### src/logic/cgr_consts.svh
// constants of the clock generator reset-state block
// assumes an APB slave on a 12-bit byte address, 32-bit data
`ifndef CGR_CONSTS_SVH
`define CGR_CONSTS_SVH

// ----------------------------------------------------------------
// sizes
// ----------------------------------------------------------------
`define CGR_NUM_GEN        9
`define CGR_NUM_CHAN       46
`define CGR_LAST_CHAN      6'h2D

// ----------------------------------------------------------------
// register byte addresses
// ----------------------------------------------------------------
`define CGR_ADDR_OSC       12'h000
`define CGR_ADDR_CPU       12'h004
`define CGR_ADDR_OSC32K    12'h008
`define CGR_ADDR_STATUS    12'h00C
`define CGR_GEN_BASE       12'h020
`define CGR_GEN_LAST       12'h040
`define CGR_CHAN_BASE      12'h080
`define CGR_CHAN_LAST      12'h134

// ----------------------------------------------------------------
// fields and reset values
// ----------------------------------------------------------------
`define CGR_SRC_FAST_RC    5'h06
`define CGR_SRC_PLL        5'h07
`define CGR_SRC_FIRST_RSV  5'h08
`define CGR_GEN0_RESET     32'h0000_0106
`define CGR_GEN_RESET      32'h0000_0000
`define CGR_GEN_EN_BIT     8
`define CGR_GEN_WMASK      32'hFFFF_011F
`define CGR_FAST_DIV_RESET 8'h0C
`define CGR_NO_DIV         8'h01
`define CGR_CHAN_RESET     8'h00
`define CGR_CHAN_EN_BIT    6
`define CGR_CHAN_LOCK_BIT  7
`define CGR_CHAN_WMASK     8'hCF

`endif

### src/logic/cgr_pkg.sv
// types of the clock generator reset-state block
// assumes nothing beyond the constants header
package cgr_pkg;
	typedef logic [31:0] cgr_word_t;
	typedef logic [7:0]  cgr_chan_t;
	typedef logic [3:0]  cgr_gen_idx_t;
endpackage : cgr_pkg

### src/logic/cgr_chan_bank.sv
// per-peripheral clock channel control store
// assumes writes and reset requests come from logic on pclk
`include "cgr_consts.svh"

module cgr_chan_bank (
	input  wire logic                          pclk,
	input  wire logic                          presetn,
	input  wire logic                          user_reset,
	input  wire logic                          wr_en,
	input  wire logic [5:0]                    wr_idx,
	input  wire cgr_pkg::cgr_chan_t            wr_data,
	input  wire logic [5:0]                    rd_idx,
	output cgr_pkg::cgr_chan_t                 rd_data,
	output logic [`CGR_NUM_CHAN-1:0]           chan_en,
	output logic [`CGR_NUM_GEN-1:0]            gen_locked
);
	cgr_pkg::cgr_chan_t chan [`CGR_NUM_CHAN];

	// ----------------------------------------------------------------
	// channel registers
	// ----------------------------------------------------------------
	always_ff @(posedge pclk or negedge presetn) begin
		if (!presetn) begin
			for (int i = 0; i < `CGR_NUM_CHAN; i++) begin
				chan[i] <= `CGR_CHAN_RESET;
			end
		end else if (user_reset) begin
			for (int i = 0; i < `CGR_NUM_CHAN; i++) begin
				if (!chan[i][`CGR_CHAN_LOCK_BIT]) begin
					chan[i] <= `CGR_CHAN_RESET;
				end
			end
		end else if (wr_en && !chan[wr_idx][`CGR_CHAN_LOCK_BIT]) begin
			// a locked channel ignores writes until power reset
			chan[wr_idx] <= wr_data & `CGR_CHAN_WMASK;
		end
	end

	always_ff @(posedge pclk or negedge presetn) begin
		if (!presetn) begin
			rd_data <= `CGR_CHAN_RESET;
		end else begin
			rd_data <= chan[rd_idx];
		end
	end

	always_ff @(posedge pclk or negedge presetn) begin
		if (!presetn) begin
			chan_en <= '0;
		end else begin
			for (int i = 0; i < `CGR_NUM_CHAN; i++) begin
				chan_en[i] <= chan[i][`CGR_CHAN_EN_BIT];
			end
		end
	end

	// ----------------------------------------------------------------
	// generators that feed a locked channel
	// ----------------------------------------------------------------
	always_comb begin
		gen_locked = '0;
		for (int i = 0; i < `CGR_NUM_CHAN; i++) begin
			for (int g = 0; g < `CGR_NUM_GEN; g++) begin
				if (chan[i][`CGR_CHAN_LOCK_BIT] && chan[i][3:0] == 4'(g)) begin
					gen_locked[g] = 1'b1;
				end
			end
		end
	end
endmodule : cgr_chan_bank

### src/logic/cgr_clock_ctrl.sv
// clock controller reset-state logic with APB register access
// assumes presetn is the power reset and user_reset a pclk-synchronous level
`include "cgr_consts.svh"

module cgr_clock_ctrl (
	input  wire logic                        pclk,
	input  wire logic                        presetn,
	input  wire logic                        user_reset,
	input  wire logic                        psel,
	input  wire logic                        penable,
	input  wire logic                        pwrite,
	input  wire logic [11:0]                 paddr,
	input  wire logic [31:0]                 pwdata,
	output logic [31:0]                      prdata,
	output logic                             pready,
	output logic                             pslverr,
	output logic                             fast_rc_oscillator_en,
	output logic [7:0]                       fast_rc_div,
	output logic [4:0]                       main_clock_path_src,
	output logic [7:0]                       cpu_div,
	output logic [7:0]                       bus_div,
	output logic                             osc32k_en,
	output logic [`CGR_NUM_GEN-1:0]          gen_en,
	output logic [`CGR_NUM_CHAN-1:0]         chan_en
);
	cgr_pkg::cgr_word_t  generator_control_reg [`CGR_NUM_GEN];
	logic [`CGR_NUM_GEN-1:0] gen_locked;
	cgr_pkg::cgr_chan_t  chan_rd;
	cgr_pkg::cgr_word_t  rd_hold;
	logic                rd_from_bank;
	logic                setup;
	logic                access;
	logic                hit_gen;
	logic                hit_chan;
	logic                hit_fixed;
	logic [5:0]          chan_idx;
	cgr_pkg::cgr_gen_idx_t gen_idx;
	cgr_pkg::cgr_word_t  next_gen_word;
	cgr_pkg::cgr_word_t  next_rd_hold;
	logic                wr_ok;
	logic                wr_osc;
	logic                wr_cpu;
	logic                wr_osc32k;
	logic                wr_gen;
	logic                wr_chan;

	// ----------------------------------------------------------------
	// address decode
	// ----------------------------------------------------------------
	function automatic logic in_range(input logic [11:0] a, input logic [11:0] lo,
			input logic [11:0] hi);
		in_range = a >= lo && a <= hi && a[1:0] == 2'b00;
	endfunction : in_range

	function automatic logic [5:0] word_idx(input logic [11:0] a, input logic [11:0] base);
		logic [11:0] d;
		d = a - base;
		word_idx = d[7:2];
	endfunction : word_idx

	function automatic logic src_legal(input logic [4:0] s);
		src_legal = s < `CGR_SRC_FIRST_RSV;
	endfunction : src_legal

	// reserved source codes leave the old source in place
	function automatic cgr_pkg::cgr_word_t gen_merge(input cgr_pkg::cgr_word_t old,
			input cgr_pkg::cgr_word_t wr);
		cgr_pkg::cgr_word_t m;
		m = wr & `CGR_GEN_WMASK;
		if (!src_legal(wr[4:0])) begin
			m[4:0] = old[4:0];
		end
		gen_merge = m;
	endfunction : gen_merge

	assign setup     = psel && !penable;
	assign access    = psel && penable;
	assign hit_gen   = in_range(paddr, `CGR_GEN_BASE, `CGR_GEN_LAST);
	assign hit_chan  = in_range(paddr, `CGR_CHAN_BASE, `CGR_CHAN_LAST);
	assign hit_fixed = in_range(paddr, `CGR_ADDR_OSC, `CGR_ADDR_STATUS);
	assign chan_idx  = word_idx(paddr, `CGR_CHAN_BASE);
	assign gen_idx   = 4'(word_idx(paddr, `CGR_GEN_BASE));
	assign pready    = 1'b1;
	assign pslverr   = access && !(hit_gen || hit_chan || hit_fixed);
	assign prdata    = rd_from_bank ? {24'h000000, chan_rd} : rd_hold;
	assign main_clock_path_src = generator_control_reg[0][4:0];

	// ----------------------------------------------------------------
	// write strobes, user reset outranks a write
	// ----------------------------------------------------------------
	assign wr_ok     = access && pwrite && !user_reset;
	assign wr_osc    = wr_ok && paddr == `CGR_ADDR_OSC;
	assign wr_cpu    = wr_ok && paddr == `CGR_ADDR_CPU;
	assign wr_osc32k = wr_ok && paddr == `CGR_ADDR_OSC32K;
	assign wr_gen    = wr_ok && hit_gen;
	assign wr_chan   = wr_ok && hit_chan;

	// ----------------------------------------------------------------
	// fast RC oscillator and CPU/bus path reset by any reset, 32 kHz source by power reset only
	// ----------------------------------------------------------------
	always_ff @(posedge pclk or negedge presetn) begin
		if (!presetn) begin
			fast_rc_oscillator_en <= 1'b1;
			fast_rc_div           <= `CGR_FAST_DIV_RESET;
		end else if (user_reset) begin
			fast_rc_oscillator_en <= 1'b1;
			fast_rc_div           <= `CGR_FAST_DIV_RESET;
		end else if (wr_osc) begin
			fast_rc_oscillator_en <= pwdata[0];
			fast_rc_div           <= pwdata[15:8];
		end
	end

	always_ff @(posedge pclk or negedge presetn) begin
		if (!presetn) begin
			cpu_div <= `CGR_NO_DIV;
			bus_div <= `CGR_NO_DIV;
		end else if (user_reset) begin
			cpu_div <= `CGR_NO_DIV;
			bus_div <= `CGR_NO_DIV;
		end else if (wr_cpu) begin
			cpu_div <= pwdata[7:0];
			bus_div <= pwdata[15:8];
		end
	end

	// 32 kHz source ignores user reset
	always_ff @(posedge pclk or negedge presetn) begin
		if (!presetn) begin
			osc32k_en <= 1'b1;
		end else if (wr_osc32k) begin
			osc32k_en <= pwdata[0];
		end
	end

	// ----------------------------------------------------------------
	// generator control registers
	// ----------------------------------------------------------------
	always_comb begin
		next_gen_word = `CGR_GEN_RESET;
		if (hit_gen) begin
			next_gen_word = gen_merge(generator_control_reg[gen_idx], pwdata);
		end
	end

	always_ff @(posedge pclk or negedge presetn) begin
		if (!presetn) begin
			generator_control_reg[0] <= `CGR_GEN0_RESET;
			for (int g = 1; g < `CGR_NUM_GEN; g++) begin
				generator_control_reg[g] <= `CGR_GEN_RESET;
			end
		end else if (user_reset) begin
			generator_control_reg[0] <= `CGR_GEN0_RESET;
			for (int g = 1; g < `CGR_NUM_GEN; g++) begin
				if (!gen_locked[g]) begin
					generator_control_reg[g] <= `CGR_GEN_RESET;
				end
			end
		end else if (wr_gen) begin
			generator_control_reg[gen_idx] <= next_gen_word;
		end
	end

	always_ff @(posedge pclk or negedge presetn) begin
		if (!presetn) begin
			gen_en <= '0;
		end else begin
			for (int g = 0; g < `CGR_NUM_GEN; g++) begin
				gen_en[g] <= generator_control_reg[g][`CGR_GEN_EN_BIT];
			end
		end
	end

	// ----------------------------------------------------------------
	// channel store
	// ----------------------------------------------------------------
	cgr_chan_bank u_bank (
		.pclk       (pclk),
		.presetn    (presetn),
		.user_reset (user_reset),
		.wr_en      (wr_chan),
		.wr_idx     (chan_idx),
		.wr_data    (pwdata[7:0]),
		.rd_idx     (chan_idx),
		.rd_data    (chan_rd),
		.chan_en    (chan_en),
		.gen_locked (gen_locked)
	);

	// ----------------------------------------------------------------
	// read path, captured in the setup cycle
	// ----------------------------------------------------------------
	always_comb begin
		next_rd_hold = '0;
		if (hit_gen) begin
			next_rd_hold = generator_control_reg[gen_idx];
		end else begin
			case (paddr)
				`CGR_ADDR_OSC: begin
					next_rd_hold = {16'h0000, fast_rc_div, 7'h00, fast_rc_oscillator_en};
				end
				`CGR_ADDR_CPU: begin
					next_rd_hold = {16'h0000, bus_div, cpu_div};
				end
				`CGR_ADDR_OSC32K: begin
					next_rd_hold = {31'h00000000, osc32k_en};
				end
				`CGR_ADDR_STATUS: begin
					next_rd_hold = {16'h0000, 7'h00, gen_locked};
				end
				default: begin
					next_rd_hold = '0;
				end
			endcase
		end
	end

	always_ff @(posedge pclk or negedge presetn) begin
		if (!presetn) begin
			rd_hold      <= '0;
			rd_from_bank <= 1'b0;
		end else if (setup) begin
			rd_from_bank <= hit_chan;
			rd_hold      <= next_rd_hold;
		end
	end
endmodule : cgr_clock_ctrl

### config.mk
export PLATFORM = sky130hd
export DESIGN_NAME = cgr_clock_ctrl
export DESIGN_NICKNAME = d
export VERILOG_FILES = /design/src/logic/cgr_pkg.sv /design/src/logic/cgr_chan_bank.sv /design/src/logic/cgr_clock_ctrl.sv
export VERILOG_INCLUDE_DIRS = /design/src /design/src/logic
export SDC_FILE = /design/constraint.sdc
export NUM_CORES = 2
export LEC_CHECK = 0
export BUFFER_PORTS_ARGS = -buffer_cell sky130_fd_sc_hd__buf_2
export CORE_ASPECT_RATIO = 0.7
export CORE_MARGIN = 8
export CORE_UTILIZATION = 30
export CTS_BUF_LIST = sky130_fd_sc_hd__clkbuf_4 sky130_fd_sc_hd__clkbuf_8 sky130_fd_sc_hd__clkbuf_16
export DETAILED_ROUTE_END_ITERATION = 12
export PLACE_DENSITY_LB_ADDON = 0.1
export RECOVER_POWER = 50
export SLEW_MARGIN = 5
export SYNTH_ARGS = -nofsm -noshare
export SYNTH_HDL_FRONTEND = slang
export SYNTH_SLANG_ARGS = --single-unit
### constraint.sdc
create_clock -name pclk -period 4.6 [get_ports pclk]
set_input_delay 0.46 -clock pclk [delete_from_list [all_inputs] [get_ports pclk]]
set_output_delay 0.46 -clock pclk [all_outputs]
set_load 0.03 [all_outputs]
==> summary.txt <==
Global route
  – Largest net degree at the start of global routing: 117
  – GRT overflow: 0
  – First-pass GRT wire length: 265 mm
  – Number of global-route vias before repair: 29718
  – Gr usage total: 0.314
  – Antenna violations before repair: 23

Timing
  – FMAX: 239 MHz
  – Setup TNS Final: 0 ps
  – Clock Skews: 65.5 ps
  – Slew Limit Fails: 104
  – Slack of the critical path: 411 ps
  – Crit share post-route: 0.911
  – Slew HR: -0.656
  – Worst slew pin tran: 2480 ps
  – Fin crit period: 4190 ps
  – Fin. Hold Viols: 0
  – Final setup violating endpoints: 0
  – RSZ-0062 raised after global routing: false

Synth
  – Synth area leader: dfrtp_1
  – Ys flop type: dfrtp_1
  – Share of the synthesized area in the top cell type: 0.442
  – Cells after Synth: 3335
  – Commonest cells post-synth: dfrtp_1, nand2_1, mux2i_1
  – Synthesized cell area: 0.0332 mm2
  – Most common cell in the netlist: dfrtp_1
  – Syn Nets: 3385
  – Post-synth ARST share: 1.00
  – Sequential-to-total area share from yosys stat: 0.449
  – Syn Area/Cell: 9.96 um2
  – Post-synth EDFFs: 0
  – YS warnings: 0
  – Netlist cell types: 69
  – Number of synthesized register bits: 595
  – Area contributors post-synth: dfrtp_1, mux2i_1, mux4_2

Floorplanning
  – Area of the core: 0.110 mm2
  – IO Pins: 170
  – Die Height: 294 um
  – Die width: 414 um
  – Initial core utilization: 0.301
  – Area of the die: 0.122 mm2
  – Number of cell rows: 102

Placed design
  – Hpwl dp: 153 mm
  – RD Place Congestion: 1.06
  – PortBufs: 168
  – Pre-CTS setup slack: 453 ps
  – Placed instance area: 0.0367 mm2

Run
  – Number of max-cap violations: 3

Clocking
  – H-Tree Depth: 3
  – Clk sinks: 595
  – CTS tree: yes
  – Clk buf depth: 3
  – CTS clk-pin slew, worst paths: 60 ps
  – CTS Root Cell: clkbuf_16
  – Post-cts resize count: 0
  – Insertion delay to the later sink of the worst-skew pair: 690 ps
  – Total CTS buffers: 68

Worst setup path
  – Setup CP Type: in2reg
  – Critical path launch point type: primary input
  – CP arrival: 4750 ps
  – CP Max Fanout: 22
  – Worst Path Required: 5160 ps
  – Nature of the critical path endpoint: register

Cells and area
  – Max FFs per register: 276
  – Share of cells above drive strength 1: 0.210
  – Final Core Density: 0.355
  – Area Growth Syn to Fin: 17.8%
  – Nets@finish: 3595
  – Final instance area: 0.0391 mm2

Pwr
  – Power Density: 308 mW/mm2
  – Peak VDD IR: 0.288 mV
  – Leakage: 16.7 nW

Detailed routing
  – Final Routed Wirelength: 196 mm
  – First-pass detailed-route iteration total: 6
  – Vias: 30931
  – DR vias/cell: 6.11
  – DRC viols: 0
  – Avg WL per Cell: 38.8 um
  – DR iter-0 viols: 4472
  – Antenna viol nets, final: 0

Worst hold path
  – Worst Hold Class: in2reg

Status
  – Status: complete, but fails checks
  – Violated checks: capacitance limit, slew limit
through the flow:
stage | hold WS, ps | total power, mW | cells
final | 57.7 | 12.1 | 5062
after floorplan | 164 | 5.73 | 3335
after global placement | 393 | 6.19 | 4923
after CTS | 30.1 | 12.2 | 5053
after detailed placement | 391 | 6.19 | 4923
after global routing | 49.5 | 12.4 | 5053
kinds of logic (layout without fill, tap and decap cells):
group / after synthesis / count (layout) / synth area share
AO/OA/AOI/OAI: 598 / 598 / 0.123
AND/OR/NAND/NOR: 1269 / 1269 / 0.196
buffers and inverters: 418 / 680 / 0.0513
multiplexers: 453 / 453 / 0.181
flip-flops: 595 / 595 / 0.449
other: 2 / 11 / 0.000226
layout make-up:
type	count	area [um2]
Antenna cell	9	22.5
Clock buffer	97	2030
Clock inverter	25	427
Fill cell	11173	71000
Inverter	165	619
Multi-Input combinational cell	2322	16700
Sequential cell	595	14900
Tap cell	1456	1820
Timing Repair Buffer	393	2600
layout by cell type (no fill, tap or decap), drive strengths merged, types with 38 or more instances in the layout:
cell type / synthesis / layout
a22oi: 43 / 43
nand3b: 54 / 54
nor4: 78 / 78
o21ai: 164 / 164
nor2b: 38 / 38
buf: 86 / 309
dfrtp: 586 / 586
nor2: 136 / 136
mux2i: 267 / 267
nor3: 125 / 125
nand2: 457 / 457
nand3: 117 / 117
o22ai: 153 / 153
inv: 165 / 168
or3b: 46 / 46
mux2: 77 / 77
nand2b: 116 / 116
clkbuf: 167 / 173
mux4: 109 / 109
a22o: 74 / 74
power breakdown:
group	leakage [nW]	internal, mW	switching (mW)
logic	7.22	0.201	0.653
clock network	1.22	3.47	2.49
registers	8.26	5.24	0.00765
total	16.7	8.91	3.16
worst paths after layout:
kind,start,to,slack (ps),cells after the start
hold / removal,pwdata[12],fast_rc_div[4],60,3
setup / recovery,paddr[6],u_bank.chan[146],410,11
min in group asynchronous,presetn,u_bank.chan[351],1040,2
hold reg to reg,generator_control_reg[72],gen_en[6],410,0
setup reg to reg,u_bank.chan[207],generator_control_reg[61],500,10
max in group asynchronous,presetn,u_bank.chan[63],920,3
worst max-delay path, stage by stage:
cell	delay, ps
clkbuf_1	1080
nor2_1	370
a31oi_1	550
nor4_4	80
buf_4	240
nand3_2	120
buf_4	350
nor4_2	60
buf_4	210
a2bb2oi_1	760
mux2_2	420
per-layer routing:
layer	vias to the layer above	global-route usage	part of all wire
met5	-	0	0.00031
met4	8	0.0725	0.024
met3	258	0.104	0.11
met2	1782	0.413	0.39
met1	16347	0.488	0.48
li1	12536	-	-
timing repair:
action | 4_1_cts | 5_1_grt
hold buffers | 8 | 0
buffers inserted | 0 | 0
hold endpoints to repair | 87 | 0
Note: power is estimated with default switching activity, not from simulation.
